**src/logic/lds_pkg.sv**
```systemverilog
// Constants and types shared by the dimming-mode sequencer.
// Assumes a single 50 MHz reference clock; all cycle counts derive from it.
package lds_pkg;
  localparam int CLK_PERIOD_NS = 20;
  // Startup sequencing
  localparam int T_POR_WAIT_US = 200;
  localparam int POR_WAIT_CYC = T_POR_WAIT_US * 1000 / CLK_PERIOD_NS;
  localparam int T_DIM_WAIT_US = 100;
  localparam int DIM_WAIT_CYC = T_DIM_WAIT_US * 1000 / CLK_PERIOD_NS;
  localparam int T_DISABLE_MS = 57;
  localparam int DISABLE_CYC = T_DISABLE_MS * 1000000 / CLK_PERIOD_NS;
  // Level dimming input timing
  localparam int T_FIRST_PULSE_NS = 1000;
  localparam int FIRST_PULSE_CYC = (T_FIRST_PULSE_NS + CLK_PERIOD_NS - 1) / CLK_PERIOD_NS;
  localparam int T_CONST_MS = 15;
  localparam int CONST_CYC = T_CONST_MS * 1000000 / CLK_PERIOD_NS;
  localparam int T_FIRST_CHG_MS = 5;
  localparam int FIRST_CHG_CYC = T_FIRST_CHG_MS * 1000000 / CLK_PERIOD_NS;
  // Spread spectrum: triangle of percent scale on the off time
  localparam int SS_MOD_HZ = 2000;
  localparam int SS_DEV_PCT = 7;
  localparam int SS_CENTER_PCT = 100;
  localparam int SS_STEP_CYC = 1000000000 / SS_MOD_HZ / CLK_PERIOD_NS / (4 * SS_DEV_PCT);
  // Reference scaling and register widths
  localparam int VREF_FS_MV = 200;
  localparam int CODE_W = 8;
  localparam int CODE_FS = 255;
  localparam int CNT_W = 22;
  localparam int OFF_W = 12;
  localparam int PCT_W = 7;
  localparam int SS_TMR_W = 10;

  typedef enum logic [2:0] {
    SEQ_LOCK,
    SEQ_IDLE,
    SEQ_POR_WAIT,
    SEQ_DIM_WAIT,
    SEQ_SELECT,
    SEQ_RUN
  } lds_seq_t;

  typedef enum logic [2:0] {
    MODE_NONE,
    MODE_PWM,
    MODE_ANALOG,
    MODE_HYBRID,
    MODE_FLEX
  } lds_mode_t;

  typedef struct packed {
    logic en;
    logic level;
  } lds_pins_t;

  typedef struct packed {
    logic por_release;
    logic dim_active;
    lds_mode_t mode;
  } lds_stat_t;
endpackage
```
**src/logic/lds_core.sv**
```systemverilog
// Enable sequencing, dimming-mode decode, duty-to-reference and off-time
// control for a buck LED driver. Assumes pins and the lockout indication are
// synchronous logic levels and peak_trip comes from the analog comparator.
// What this block does
// Peak trip ends on-time, starts off-time counter
// Optional off-time dither, seven percent, 2 kHz
// Lockout keeps everything off and idle
// Early enable: release reset now, 100 us
// Host holds early enable over 5 us
// Host waits about 1 ms before dimming
// Late enable: 200 us, release, 100 us
// Re-enable without lockout waits 300 us total
// Host enables with a pulse over 5 us
// Enable low about 57 ms disables device
// Mode picked from both pins at start
// Dimming starts after the startup waits
// Host enters hybrid via enable fall, level low
// PWM mode: switching follows enable level
// Enable pulses of 150 ns still honoured
// Analog needs first pulse of 1 us
// Reference set after second level cycle ends
// Host keeps later pulses over 100 ns
// Reference linear in duty, 200 mV full
// Constant level detected in 15 ms
// First reference change ramps over 5 ms
// Duty resolved to eight bits
// Later duty changes applied within microseconds
// Pins synchronised, duty counted in clock cycles
// Mode latched until disable or lockout
`timescale 1ns/1ps
module lds_core
  import lds_pkg::*;
#(
  parameter int P_POR_WAIT_CYC = POR_WAIT_CYC,
  parameter int P_DIM_WAIT_CYC = DIM_WAIT_CYC,
  parameter int P_DISABLE_CYC = DISABLE_CYC,
  parameter int P_CONST_CYC = CONST_CYC,
  parameter int P_FIRST_CHG_CYC = FIRST_CHG_CYC
)(
  // Clock and reset
  input wire logic ref_clk,
  input wire logic reset,
  // Supply and configuration
  input wire logic supply_lockout,
  input wire logic spread_enable,
  input wire logic [OFF_W-1:0] freq_set_pin,
  // Dimming pins
  input wire logic en_pwm_input,
  input wire logic level_dim_input,
  // Power stage
  input wire logic peak_trip,
  output logic switch_on,
  output logic off_timer_busy,
  // Status and reference
  output lds_stat_t status,
  output logic [CODE_W-1:0] vref_code,
  output logic [CODE_W-1:0] vref_mv
);
  localparam int STEP_CYC = P_FIRST_CHG_CYC / (CODE_FS + 1);
  localparam logic [7:0] FP_CYC = 8'(FIRST_PULSE_CYC);
  localparam logic [PCT_W-1:0] PCT_MID = PCT_W'(SS_CENTER_PCT);
  localparam logic [PCT_W-1:0] PCT_HI = PCT_W'(SS_CENTER_PCT + SS_DEV_PCT);
  localparam logic [PCT_W-1:0] PCT_LO = PCT_W'(SS_CENTER_PCT - SS_DEV_PCT);

  // Two-stage synchronisers, then a delayed copy for edge detection
  lds_pins_t pin_s1_ff, pin_s2_ff, pin_d_ff;
  always_ff @(posedge ref_clk or posedge reset)
  begin
    if (reset)
    begin
      pin_s1_ff <= '0;
      pin_s2_ff <= '0;
      pin_d_ff <= '0;
    end
    else
    begin
      pin_s1_ff <= '{en: en_pwm_input, level: level_dim_input};
      pin_s2_ff <= pin_s1_ff;
      pin_d_ff <= pin_s2_ff;
    end
  end
  wire logic en_lvl = pin_s2_ff.en;
  wire logic lv_lvl = pin_s2_ff.level;
  wire logic en_fall = !pin_s2_ff.en && pin_d_ff.en;
  wire logic lv_rise = pin_s2_ff.level && !pin_d_ff.level;
  wire logic lv_fall = !pin_s2_ff.level && pin_d_ff.level;

  // Startup sequencer
  lds_seq_t state_ff, nxt_state;
  lds_mode_t mode_ff, nxt_mode, sel_mode;
  lds_stat_t stat_ff, nxt_stat;
  logic [CNT_W-1:0] tmr_ff, nxt_tmr, low_cnt_ff, nxt_low_cnt;
  logic en_fell_ff, lv_edge_ff, lv_qual_ff;
  logic [7:0] lv_hi_ff;
  logic [CODE_W-1:0] vref_ff;
  wire logic disable_hit = (low_cnt_ff == CNT_W'(P_DISABLE_CYC - 1));
  wire logic abort = supply_lockout || disable_hit;
  wire logic por_end = (tmr_ff == CNT_W'(P_POR_WAIT_CYC - 1));
  wire logic dim_end = (tmr_ff == CNT_W'(P_DIM_WAIT_CYC - 1));
  wire logic in_sel = (state_ff == SEQ_DIM_WAIT) || (state_ff == SEQ_SELECT);
  wire logic en_ev = en_fall || en_fell_ff;
  wire logic lv_ev = lv_rise || lv_fall || lv_edge_ff;
  wire logic lv_qual_now = lv_fall && (lv_hi_ff >= FP_CYC);

  // Enable low time; cleared by any high level, held at the limit
  assign nxt_low_cnt = (en_lvl || state_ff == SEQ_LOCK) ? '0 :
                       (disable_hit ? low_cnt_ff : low_cnt_ff + CNT_W'(1));

  always_comb
  begin
    sel_mode = MODE_NONE;
    if (en_ev)
      sel_mode = lv_ev ? MODE_FLEX : (lv_lvl ? MODE_PWM : MODE_HYBRID);
    else if (lv_qual_ff || lv_qual_now)
      sel_mode = MODE_ANALOG;
  end

  always_comb
  begin
    nxt_state = state_ff;
    case (state_ff)
      SEQ_LOCK:
        if (!supply_lockout)
          nxt_state = en_lvl ? SEQ_DIM_WAIT : SEQ_IDLE;
      SEQ_IDLE:
        if (en_lvl)
          nxt_state = SEQ_POR_WAIT;
      SEQ_POR_WAIT:
        if (por_end)
          nxt_state = SEQ_DIM_WAIT;
      SEQ_DIM_WAIT:
        if (dim_end)
          nxt_state = SEQ_SELECT;
      SEQ_SELECT:
        if (sel_mode != MODE_NONE)
          nxt_state = SEQ_RUN;
      SEQ_RUN:
        nxt_state = SEQ_RUN;
      default:
        nxt_state = SEQ_LOCK;
    endcase
    if (disable_hit && state_ff != SEQ_LOCK && state_ff != SEQ_IDLE)
      nxt_state = SEQ_IDLE;
    if (supply_lockout)
      nxt_state = SEQ_LOCK;
  end

  wire logic timing = (state_ff == SEQ_POR_WAIT) || (state_ff == SEQ_DIM_WAIT);
  assign nxt_tmr = (nxt_state != state_ff || !timing) ? '0 : tmr_ff + CNT_W'(1);
  // Mode is only loaded on entry to run and dropped on any exit
  assign nxt_mode = (state_ff == SEQ_SELECT && nxt_state == SEQ_RUN) ? sel_mode :
                    ((state_ff == SEQ_RUN && nxt_state == SEQ_RUN) ? mode_ff : MODE_NONE);
  assign nxt_stat = '{por_release: (nxt_state == SEQ_DIM_WAIT || nxt_state == SEQ_SELECT ||
                                    nxt_state == SEQ_RUN),
                      dim_active: (nxt_state == SEQ_RUN),
                      mode: nxt_mode};

  always_ff @(posedge ref_clk or posedge reset)
  begin
    if (reset)
    begin
      state_ff <= SEQ_LOCK;
      tmr_ff <= '0;
      low_cnt_ff <= '0;
      mode_ff <= MODE_NONE;
      stat_ff <= '0;
    end
    else
    begin
      state_ff <= nxt_state;
      tmr_ff <= nxt_tmr;
      low_cnt_ff <= nxt_low_cnt;
      mode_ff <= nxt_mode;
      stat_ff <= nxt_stat;
    end
  end

  // Pin activity seen during the dimming wait and the selection window
  always_ff @(posedge ref_clk or posedge reset)
  begin
    if (reset)
    begin
      en_fell_ff <= 1'b0;
      lv_edge_ff <= 1'b0;
      lv_qual_ff <= 1'b0;
      lv_hi_ff <= '0;
    end
    else if (!in_sel)
    begin
      en_fell_ff <= 1'b0;
      lv_edge_ff <= 1'b0;
      lv_qual_ff <= 1'b0;
      lv_hi_ff <= '0;
    end
    else
    begin
      en_fell_ff <= en_ev;
      lv_edge_ff <= lv_ev;
      lv_qual_ff <= lv_qual_ff || lv_qual_now;
      if (lv_rise)
        lv_hi_ff <= 8'h01;
      else if (lv_lvl && lv_hi_ff != 8'hff)
        lv_hi_ff <= lv_hi_ff + 8'h01;
    end
  end

  // Duty measurement on the level dimming input
  logic [CNT_W-1:0] per_cnt_ff, hi_cnt_ff, step_ff;
  logic [1:0] rise_cnt_ff;
  logic [CODE_W-1:0] tgt_ff;
  logic tgt_vld_ff, first_chg_ff;
  wire logic dim_meas = (state_ff == SEQ_RUN) &&
                        (mode_ff == MODE_ANALOG || mode_ff == MODE_FLEX);
  wire logic const_hit = (per_cnt_ff == CNT_W'(P_CONST_CYC - 1));
  // High time times full code, divided by period: eight-bit duty code
  wire logic [CNT_W+7:0] hi_scaled = {hi_cnt_ff, 8'h00} - {8'h00, hi_cnt_ff};
  wire logic [CNT_W+7:0] duty_q = (per_cnt_ff == '0) ? '0 : hi_scaled / {8'h00, per_cnt_ff};
  wire logic [CODE_W-1:0] duty8 = (duty_q > (CNT_W+8)'(CODE_FS)) ?
                                  CODE_W'(CODE_FS) : duty_q[CODE_W-1:0];

  always_ff @(posedge ref_clk or posedge reset)
  begin
    if (reset)
    begin
      per_cnt_ff <= '0;
      hi_cnt_ff <= '0;
      rise_cnt_ff <= '0;
      tgt_ff <= '0;
      tgt_vld_ff <= 1'b0;
    end
    else if (!dim_meas)
    begin
      per_cnt_ff <= '0;
      hi_cnt_ff <= '0;
      rise_cnt_ff <= '0;
      tgt_ff <= '0;
      tgt_vld_ff <= 1'b0;
    end
    else if (lv_rise)
    begin
      per_cnt_ff <= CNT_W'(1);
      hi_cnt_ff <= CNT_W'(1);
      if (rise_cnt_ff != 2'h2)
        rise_cnt_ff <= rise_cnt_ff + 2'h1;
      if (rise_cnt_ff != 2'h0)
      begin
        tgt_ff <= duty8;
        tgt_vld_ff <= 1'b1;
      end
    end
    else if (const_hit)
    begin
      // Steady low means full duty, steady high means none
      tgt_ff <= lv_lvl ? '0 : CODE_W'(CODE_FS);
      tgt_vld_ff <= 1'b1;
      per_cnt_ff <= '0;
      hi_cnt_ff <= '0;
    end
    else
    begin
      per_cnt_ff <= per_cnt_ff + CNT_W'(1);
      if (lv_lvl)
        hi_cnt_ff <= hi_cnt_ff + CNT_W'(1);
    end
  end

  // Reference: slow ramp for the first change, direct moves afterwards
  wire logic step_end = (step_ff == CNT_W'(STEP_CYC - 1));
  wire logic [15:0] mv_prod = {8'h00, vref_ff} * 16'(VREF_FS_MV);
  wire logic [15:0] mv_q = mv_prod / 16'(CODE_FS);
  logic [CODE_W-1:0] mv_ff;
  always_ff @(posedge ref_clk or posedge reset)
  begin
    if (reset)
    begin
      vref_ff <= '0;
      first_chg_ff <= 1'b1;
      step_ff <= '0;
      mv_ff <= '0;
    end
    else
    begin
      mv_ff <= mv_q[CODE_W-1:0];
      if (state_ff != SEQ_RUN)
      begin
        vref_ff <= '0;
        first_chg_ff <= 1'b1;
        step_ff <= '0;
      end
      else if (!dim_meas)
        vref_ff <= CODE_W'(CODE_FS);
      else if (!tgt_vld_ff)
        step_ff <= '0;
      else if (first_chg_ff)
      begin
        if (vref_ff == tgt_ff)
          first_chg_ff <= 1'b0;
        else if (step_end)
        begin
          step_ff <= '0;
          vref_ff <= (vref_ff < tgt_ff) ? vref_ff + 8'h01 : vref_ff - 8'h01;
        end
        else
          step_ff <= step_ff + CNT_W'(1);
      end
      else
        vref_ff <= tgt_ff;
    end
  end

  // Spread spectrum triangle between low and high percent
  logic [PCT_W-1:0] ss_pct_ff;
  logic ss_up_ff;
  logic [SS_TMR_W-1:0] ss_tmr_ff;
  always_ff @(posedge ref_clk or posedge reset)
  begin
    if (reset)
    begin
      ss_pct_ff <= PCT_MID;
      ss_up_ff <= 1'b1;
      ss_tmr_ff <= '0;
    end
    else if (!spread_enable)
    begin
      ss_pct_ff <= PCT_MID;
      ss_up_ff <= 1'b1;
      ss_tmr_ff <= '0;
    end
    else if (ss_tmr_ff == SS_TMR_W'(SS_STEP_CYC - 1))
    begin
      ss_tmr_ff <= '0;
      ss_pct_ff <= ss_up_ff ? ss_pct_ff + 7'h01 : ss_pct_ff - 7'h01;
      if (ss_up_ff && ss_pct_ff == PCT_HI - 7'h01)
        ss_up_ff <= 1'b0;
      else if (!ss_up_ff && ss_pct_ff == PCT_LO + 7'h01)
        ss_up_ff <= 1'b1;
    end
    else
      ss_tmr_ff <= ss_tmr_ff + SS_TMR_W'(1);
  end

  // Off-time length; clamped so dithering never wraps the counter
  wire logic [OFF_W+PCT_W-1:0] off_prod = {{PCT_W{1'b0}}, freq_set_pin} *
                                          {{OFF_W{1'b0}}, ss_pct_ff};
  wire logic [OFF_W+PCT_W-1:0] off_q = off_prod / (OFF_W+PCT_W)'(SS_CENTER_PCT);
  wire logic [OFF_W-1:0] off_len = (off_q > (OFF_W+PCT_W)'({OFF_W{1'b1}})) ? {OFF_W{1'b1}} :
                                   ((off_q == '0) ? OFF_W'(1) : off_q[OFF_W-1:0]);

  // Switch control
  logic sw_on_ff, nxt_sw;
  logic [OFF_W-1:0] off_cnt_ff, nxt_off;
  wire logic off_busy = (off_cnt_ff != '0);
  // Outside analog mode any enable pulse that survives the synchroniser gates the switch
  wire logic pin_gate = (mode_ff == MODE_ANALOG) ? (vref_ff != '0) : en_lvl;
  wire logic gate = !supply_lockout && (state_ff == SEQ_RUN) && pin_gate;
  always_comb
  begin
    nxt_off = off_busy ? off_cnt_ff - OFF_W'(1) : '0;
    nxt_sw = sw_on_ff;
    if (sw_on_ff && peak_trip)
    begin
      nxt_sw = 1'b0;
      nxt_off = off_len;
    end
    else if (!gate)
      nxt_sw = 1'b0;
    else if (!sw_on_ff && !off_busy)
      nxt_sw = 1'b1;
  end
  always_ff @(posedge ref_clk or posedge reset)
  begin
    if (reset)
    begin
      sw_on_ff <= 1'b0;
      off_cnt_ff <= '0;
    end
    else
    begin
      sw_on_ff <= nxt_sw;
      off_cnt_ff <= nxt_off;
    end
  end

  assign switch_on = sw_on_ff;
  assign off_timer_busy = off_busy;
  assign status = stat_ff;
  assign vref_code = vref_ff;
  assign vref_mv = mv_ff;
endmodule

```
**config.mk**
```make
export PLATFORM = sky130hd
export DESIGN_NAME = lds_core
export DESIGN_NICKNAME = d
export VERILOG_FILES = /design/src/logic/lds_pkg.sv /design/src/logic/lds_core.sv
export SDC_FILE = /design/constraint.sdc
export NUM_CORES = 2
export LEC_CHECK = 0
export BUFFER_PORTS_ARGS = -buffer_cell sky130_fd_sc_hd__buf_4
export CAP_MARGIN = 20
export CORE_MARGIN = 5
export CORE_UTILIZATION = 35
export DETAILED_ROUTE_END_ITERATION = 8
export MAX_ROUTING_LAYER = met4
export PLACE_DENSITY = 0.56
export SYNTH_ARGS = -nofsm -noshare
export SYNTH_HDL_FRONTEND = slang
export SYNTH_SLANG_ARGS = --single-unit
export TNS_END_PERCENT = 5
```
**constraint.sdc**
```tcl
create_clock -name ref_clk -period 255.7 [get_ports ref_clk]
set_clock_uncertainty 0.15 [all_clocks]
set_input_delay 12.785 -clock ref_clk [delete_from_list [all_inputs] [get_ports ref_clk]]
set_output_delay 12.785 -clock ref_clk [all_outputs]
set_load 0.005 [all_outputs]
```
## Word-level counts from Yosys, hierarchy flattened

Index checks and enable logic that the tools add are counted.

- Register bits: 194
- Bits in latches: 0
- Memory bits (writable): 0
- Memory bits (read-only): 0
- Input port bits: 19
- Output and inout bits: 23
- Logic and storage cells: 223
- Memories kept: 0

- $add $sub $neg: 14
- Multipliers: 2
- Div/mod/pow operators: 3
- $lt $le $gt $ge: 4
- Eq/ne operators: 40
- Shift-type cells: 0
- Muxes and demuxes: 79
- Bitwise operators: 0
- Reduce and logical (&&, ||, !) cells: 51

Operators with widths:

| operator | count |
|---|---|
| 22-bit 2-to-1 mux | 16 |
| 8-bit 2-to-1 mux | 16 |
| 22-bit by 1-bit adder with 22-bit output, second input constant | 5 |
| 12-bit 2-to-1 mux | 4 |
| 30-bit by 22-bit divider with 30-bit output | 1 |
| 30-bit by 8-bit > comparator with 1-bit output, second input constant | 1 |
| 3-bit 2-to-1 mux | 10 |
| 30-bit 2-to-1 mux | 1 |
| 30-bit by 22-bit subtractor with 30-bit output | 1 |
| 22-bit by 10-bit equality test with 1-bit output, second input constant | 1 |
| 22-bit by 13-bit equality test with 1-bit output, second input constant | 1 |
| 22-bit by 14-bit equality test with 1-bit output, second input constant | 1 |
| 22-bit by 20-bit equality test with 1-bit output, second input constant | 1 |
| 22-bit equality test, second input constant | 1 |
| 22-bit zero test | 1 |
| 7-bit 2-to-1 mux | 3 |
| 1-bit 2-to-1 mux | 20 |
| 10-bit 2-to-1 mux | 2 |
| 19-bit by 7-bit divider with 19-bit output, second input constant | 1 |
| 19-bit by 12-bit > comparator with 1-bit output, second input constant | 1 |
| 19-bit zero test | 1 |
| 12-bit by 7-bit multiplier with 19-bit output | 1 |
| 3-bit case mux with 6 select lines | 1 |
| 8-bit by 1-bit adder with 8-bit output, second input constant | 2 |
| other kinds (37) | 100 |

## Longest topological paths before layout

- Word-level depth: 15
- Mapped depth: 496
- Depth with buffers taken out: 463

## Worst setup path before layout

No wires, ideal clock.

- Kind: reg2reg
- Start: reg hi_cnt_ff[10]
- End: reg tgt_ff[0]
- Setup time: 0.128 ns
- Arrival time: 92.919 ns
- Required time: 255.422 ns
- Path slack: 162.503 ns
- Cell stages (with the launch flop): 486
- Buffers on the path: 34
- Period minus slack after synthesis: 93.197 ns
- Cell sequence: dfrtp_1 -> inv_1 -> ha_1 -> a21o_1 -> a21oi_1 -> o21bai_1 -> a21oi_1 -> o21bai_1 -> a221oi_1 -> o21ai_0 -> a31oi_1 -> xnor2_1 -> ha_1 -> nor2_1 -> nor3_1 -> o21a_1 -> ha_1 -> o21a_1 -> [450 not listed] -> nand2_1 -> nand2b_1 -> nor4_4 -> buf_2 -> nand2_1 -> o31ai_1 -> ha_1 -> a21oi_1 -> nor2b_1 -> o21ai_0 -> nand2_1 -> a221oi_1 -> o21ai_0 -> a221o_1 -> nor3_1 -> or4b_2 -> o21ai_0 -> a21oi_1

- Longest elaborated chain between the ends: 8

Ends and longest elaborated chain:

| what | line | RTL |
|---|---|---|
| start, declared | lds_core.sv:208 | `logic [CNT_W-1:0] per_cnt_ff, hi_cnt_ff, step_ff;` |
| start signal, assigned | lds_core.sv:263 | `hi_cnt_ff <= hi_cnt_ff + CNT_W'(1);` |
| 30-bit by 22-bit subtractor with 30-bit output * | lds_core.sv:216 | `wire logic [CNT_W+7:0] hi_scaled = {hi_cnt_ff, 8'h00} - {8'h00, hi_cnt_ff};` |
| 30-bit by 22-bit divider with 30-bit output * | lds_core.sv:217 | `wire logic [CNT_W+7:0] duty_q = (per_cnt_ff == '0) ? '0 : hi_scaled / {8'h00, per_cnt_ff};` |
| 30-bit 2-to-1 mux * | lds_core.sv:217 |  |
| 30-bit by 8-bit > comparator with 1-bit output | lds_core.sv:218 | `wire logic [CODE_W-1:0] duty8 = (duty_q > (CNT_W+8)'(CODE_FS)) ?` |
| 8-bit 2-to-1 mux * | lds_core.sv:218 |  |
| 8-bit 2-to-1 mux * | lds_core.sv:245 | `if (rise_cnt_ff != 2'h0)` |
| 8-bit 2-to-1 mux * | lds_core.sv:239 | `else if (lv_rise)` |
| 8-bit 2-to-1 mux * | lds_core.sv:231 | `else if (!dim_meas)` |
| end signal, assigned | lds_core.sv:247 | `tgt_ff <= duty8;` |
| end signal, assigned | lds_core.sv:254 | `tgt_ff <= lv_lvl ? '0 : CODE_W'(CODE_FS);` |
| end, declared | lds_core.sv:210 | `logic [CODE_W-1:0] tgt_ff;` |

Every way passes the cells marked *; elsewhere a longest branch is shown, timed or not. The select of a mux whose other input is x is not followed.
A chain may end at the register's enable or synchronous reset.

## Final worst setup path

- Start: reg hi_cnt_ff[0]
- End: reg tgt_ff[0]

The elaborated chain is that of the path after synthesis.

==> flow_results.org <==
** Status
- Status :: completed

** Clock tree
- The cell sitting at the root of the clock tree is a sky130_fd_sc_hd__clkbuf_16.
- In this run the post-CTS setup repair buffer count came out at 0.
- CTS buffer count :: 17
- For this design, the sink count on the clock tree is 194.
- After clock tree synthesis, the clock-pin slew on the worst setup and hold paths is 0.10 ns.
- CTS tree :: yes
- PostCTS Resize Cnt :: 0
- Later-pin clock latency in the skew report :: 0.52 ns
- No sink is reached through more buffers than the 2 on the longest clock path.
- In this run, post-CTS hold repair placed 0 buffers.
- H-tree lvl count :: 4

** Layout
- In the final design database the tool counted 5615 nets.
- Design area :: 40500 µm²
- Cells with a size suffix above 1 make up 7.54% of the layout.
- The layout has 11100 filler cells.
- Area growth from synthesis to layout :: 6.82%

** Yosys
- Synthesized netlist net count :: roughly 5600
- The share of the Yosys chip area taken by registers is 12.8%.
- Synthesis produced a netlist whose cell count is 5000.
- Share of flip-flops with an asynchronous set or reset after synthesis :: 100%
- In the synthesized netlist the dominant register cell turns out to be sky130_fd_sc_hd__dfrtp_1.
- Yosys cell types :: 120
- After synthesis the cells add up to 38000 µm².
- FF+latch count, synth :: 194
- The Yosys step of the flow raised 0 warnings.
- Share of the synthesized area in the top cell type :: between 10% and 20%
- Yosys top cell by area :: sky130_fd_sc_hd__ha_1
- By area the synthesized netlist is led by sky130_fd_sc_hd__ha_1 18%, sky130_fd_sc_hd__dfrtp_1 12%, sky130_fd_sc_hd__o21a_1 5.9%.
- Averaged over all synthesized cells, the footprint is ~7.6 µm².
- Yosys mapped a number of flops with a built-in enable equal to 0.

** Placement
- Summing all placed instances gives a cell area of 40000 µm².
- Port buffering added 41 buffers.
- Final GP Congestion :: 0.901
- Pre-CTS setup slack :: 155.19 ns
- Placed wire-length estimate after detailed placement :: 89.6 mm

** Timing
- Max Fclk :: slightly below 0.01 GHz
- Transition at the pin with the smallest max-transition slack :: 1.07 ns
- Measured against its own limit, the worst slew margin works out to 27.7%.
- For the final routed database, the setup TNS stands at 0 ns.
- The max-slew violation count was 0.
- The final number of hold-violating endpoints was 0.
- Post-layout min period :: 101.68 ns
- Setup repair after global routing missed its margin :: no
- On the final layout, the worst hold slack is 0.199 ns.
- Setup violations remaining at the end of the flow were counted as 0.
- Final setup slack of the worst path :: around 150 ns
- The worst path uses 39.8% of the clock period.

** Critical path
- For this run, the slowest stage of the critical path takes 0.88 ns.
- By startpoint and endpoint, the worst setup path is classified as reg2reg.
- FF-to-FF setup slack :: 154.02 ns
- Master of the slowest instance on the critical path :: sky130_fd_sc_hd__o311ai_1
- Most prevalent standard cell on the critical path :: sky130_fd_sc_hd__o21a_1
- The endpoint identified for the worst register-to-register timing path is tgt_ff[0]$_DFFE_PP0P_.
- Kind of start point of the critical path :: flip-flop
- The worst setup path is captured at a flip-flop.
- Measured in cells, the most critical reg-to-reg path has a length of 452.
- WP data required :: 255.96 ns
- In this run the critical register-to-register path is launched from hi_cnt_ff[0]$_DFFE_PP0P_.
- Data arrives at the worst endpoint at 101.94 ns.
- In this run the worst path has a maximum fanout of 30.

** Power
- In this run the static leakage power is 0.0176 µW.
- Total power divided by cell area :: roughly 13 nW/µm²
- Across the VDD grid, the largest voltage drop is 0.0555 mV.

** Detailed routing
- In the detailed route, the total length drawn on met2 is 52.9 mm.
- Antenna-violating nets left :: 0
- Total via count in the routed design :: 36400
- Routed signal wires occupy layers up through met4.
- For this run, design rule violations remaining after detail routing come to 0.
- Total iterations of the first detailed-routing run :: 7
- Dividing the detail-routed wire length by the instance count gives 17.8 µm.
- Wire length the detailed router placed on met1 :: 54.7 mm
- Detailed router's first-iteration violation count :: between 2000 and 2500
- DR WL met3 :: 3.96 mm
- DR vias/cell :: ~5.7
- Wires add up to 114 mm.

** Global route
- In the global route stage, overall resource usage came out at 19.8%.
- Vias in the first global route :: 34700
- Entering global routing, the biggest net connects slightly below 80 pins.
- The first global-routing pass estimated 184 mm of wire.
- After global routing the overflow that remains totals 0.
- The initial antenna violation count came to 2.

** Floorplanning
- Ports placed on the boundary :: 42
- Total core area :: 107000 µm²
- Starting Density :: 35.4%
- The initialized floorplan defines 120 standard-cell rows.
- Floorplan die height :: between 300 and 400 µm
- The floorplan step defined a die boundary enclosing 115000 µm².
- Die X :: ~340 µm

** Worst hold path
- In this run the most critical hold path is launched from pin_s1_ff[0]$_DFF_PP0_.
- The path with the worst hold slack has its endpoint at lv_lvl$_DFF_PP0_.
- Type of the tightest min-delay check :: reg2reg
- The worst hold path passes through 0 cells.

** Job
- Count of max-cap constraint violations :: 0
Yosys cell counts, types with 51 or more instances:
library cell / instances
sky130_fd_sc_hd__a21oi_1: 244
sky130_fd_sc_hd__nor2_1: 566
sky130_fd_sc_hd__xnor2_1: 182
sky130_fd_sc_hd__mux2_2: 141
sky130_fd_sc_hd__a21o_1: 97
sky130_fd_sc_hd__nand3_1: 125
sky130_fd_sc_hd__or3_1: 71
sky130_fd_sc_hd__and2_1: 67
sky130_fd_sc_hd__ha_1: 554
sky130_fd_sc_hd__o21a_1: 299
sky130_fd_sc_hd__o21ai_0: 235
sky130_fd_sc_hd__xor2_1: 107
sky130_fd_sc_hd__inv_1: 251
sky130_fd_sc_hd__fa_1: 54
sky130_fd_sc_hd__o31ai_1: 73
sky130_fd_sc_hd__clkbuf_1: 92
sky130_fd_sc_hd__nand4_1: 51
sky130_fd_sc_hd__dfrtp_1: 189
sky130_fd_sc_hd__nor3_1: 337
sky130_fd_sc_hd__and3_1: 55
sky130_fd_sc_hd__nand2_1: 423
flip-flops by register name (all words and copies together), names as in the netlist, 2 cells and up:
register,count
state_ff,3
vref_code,8
pin_s1_ff,2
tmr_ff,22
tgt_ff,8
rise_cnt_ff,2
ss_tmr_ff,10
pin_d_ff,2
vref_mv,8
off_cnt_ff,12
status,5
per_cnt_ff,22
hi_cnt_ff,22
lv_hi_ff,8
ss_pct_ff,7
step_ff,22
low_cnt_ff,22
worst max path at each step:
stage	cells after the start	slack (ns)	end	startpoint
2_1_floorplan	485	162.50	tgt_ff[0]$_DFFE_PP0P_	hi_cnt_ff[10]$_DFFE_PP0P_
3_3_place_gp	456	157.45	tgt_ff[0]$_DFFE_PP0P_	hi_cnt_ff[0]$_DFFE_PP0P_
3_5_place_dp	456	155.19	tgt_ff[0]$_DFFE_PP0P_	hi_cnt_ff[0]$_DFFE_PP0P_
4_1_cts	455	154.91	tgt_ff[0]$_DFFE_PP0P_	hi_cnt_ff[0]$_DFFE_PP0P_
5_1_grt	460	145.39	tgt_ff[0]$_DFFE_PP0P_	hi_cnt_ff[0]$_DFFE_PP0P_
6_report	452	154.02	tgt_ff[0]$_DFFE_PP0P_	hi_cnt_ff[0]$_DFFE_PP0P_
metrics by stage:
step           total power [µW]  utilization [%]  std cells
5_1_grt                     582             37.8       6405
6_report                    530             37.8       6405
4_1_cts                     526             37.8       6402
3_3_place_gp                492             37.2       6368
3_5_place_dp                496             37.2       6370
2_1_floorplan               414                -       5000
power by group:
group,total (µW),internal [µW],switching (µW),leakage [µW]
clock,27.6,13.5,14.2,0.000270
combinational,470,178,292,0.0147
sequential,32.5,31.6,0.967,0.00264
metal layers:
metal	GRT usage (%)	vias up
li1	-	18400
met1	25.8	17200
met2	33.0	694
met3	1.85	113
met4	4.89	0
met5	-	-
worst max-delay path, delay by kind of cell, from the launching register on:
kind,cells,cell delay [ns]
buffers and inverters,15,3.26
XOR/XNOR,1,0.24
multiplexers,6,2.11
adder cells (fa/ha/maj),30,9.10
AND/OR/NAND/NOR,59,13.96
flip-flops,1,0.52
AO/OA/AOI/OAI,341,72.15
cells by family (layout without fill, tap and decap cells):
logic type / after synthesis / in the layout / synth area share, %
simple gates: 1948 / 1948 / 24.6
compound gates: 1389 / 1389 / 25.3
fa+ha+maj: 614 / 614 / 21.3
buf+inv: 378 / 379 / 3.83
xor+xnor: 292 / 292 / 6.81
flops: 194 / 194 / 12.8
mux: 185 / 185 / 5.37
other cells: 0 / 1 / 0
layout by cell type (no fill, tap or decap), types with 41 or more instances in the layout:
| cell | count |
|---|---|
| sky130_fd_sc_hd__a21o_1 | 97 |
| sky130_fd_sc_hd__a21oi_1 | 243 |
| sky130_fd_sc_hd__a31oi_1 | 43 |
| sky130_fd_sc_hd__and2_1 | 67 |
| sky130_fd_sc_hd__and3_1 | 55 |
| sky130_fd_sc_hd__buf_4 | 93 |
| sky130_fd_sc_hd__dfrtp_1 | 189 |
| sky130_fd_sc_hd__fa_1 | 54 |
| sky130_fd_sc_hd__ha_1 | 554 |
| sky130_fd_sc_hd__inv_1 | 250 |
| sky130_fd_sc_hd__mux2_2 | 141 |
| sky130_fd_sc_hd__nand2_1 | 423 |
| sky130_fd_sc_hd__nand2b_1 | 46 |
| sky130_fd_sc_hd__nand3_1 | 125 |
| sky130_fd_sc_hd__nand4_1 | 51 |
| sky130_fd_sc_hd__nor2_1 | 565 |
| sky130_fd_sc_hd__nor2b_1 | 46 |
| sky130_fd_sc_hd__nor3_1 | 337 |
| sky130_fd_sc_hd__nor4_1 | 41 |
| sky130_fd_sc_hd__o21a_1 | 299 |
| sky130_fd_sc_hd__o21ai_0 | 235 |
| sky130_fd_sc_hd__o31ai_1 | 72 |
| sky130_fd_sc_hd__or2_2 | 41 |
| sky130_fd_sc_hd__or3_1 | 71 |
| sky130_fd_sc_hd__xnor2_1 | 182 |
| sky130_fd_sc_hd__xor2_1 | 107 |
final cells by class:
cell class | instances | area, µm² | area share, %
multi-input cells | 4428 | 31700 | 78.1
flip-flops and latches | 194 | 4860 | 12.0
well taps | 1403 | 1760 | 4.33
inverters | 252 | 953 | 2.35
repair buffers | 95 | 729 | 1.80
clock buffers | 21 | 470 | 1.16
clock inverters | 11 | 97.6 | 0.241
diodes | 1 | 2.50 | 0.00617
Power figures use the tool's default switching activity.
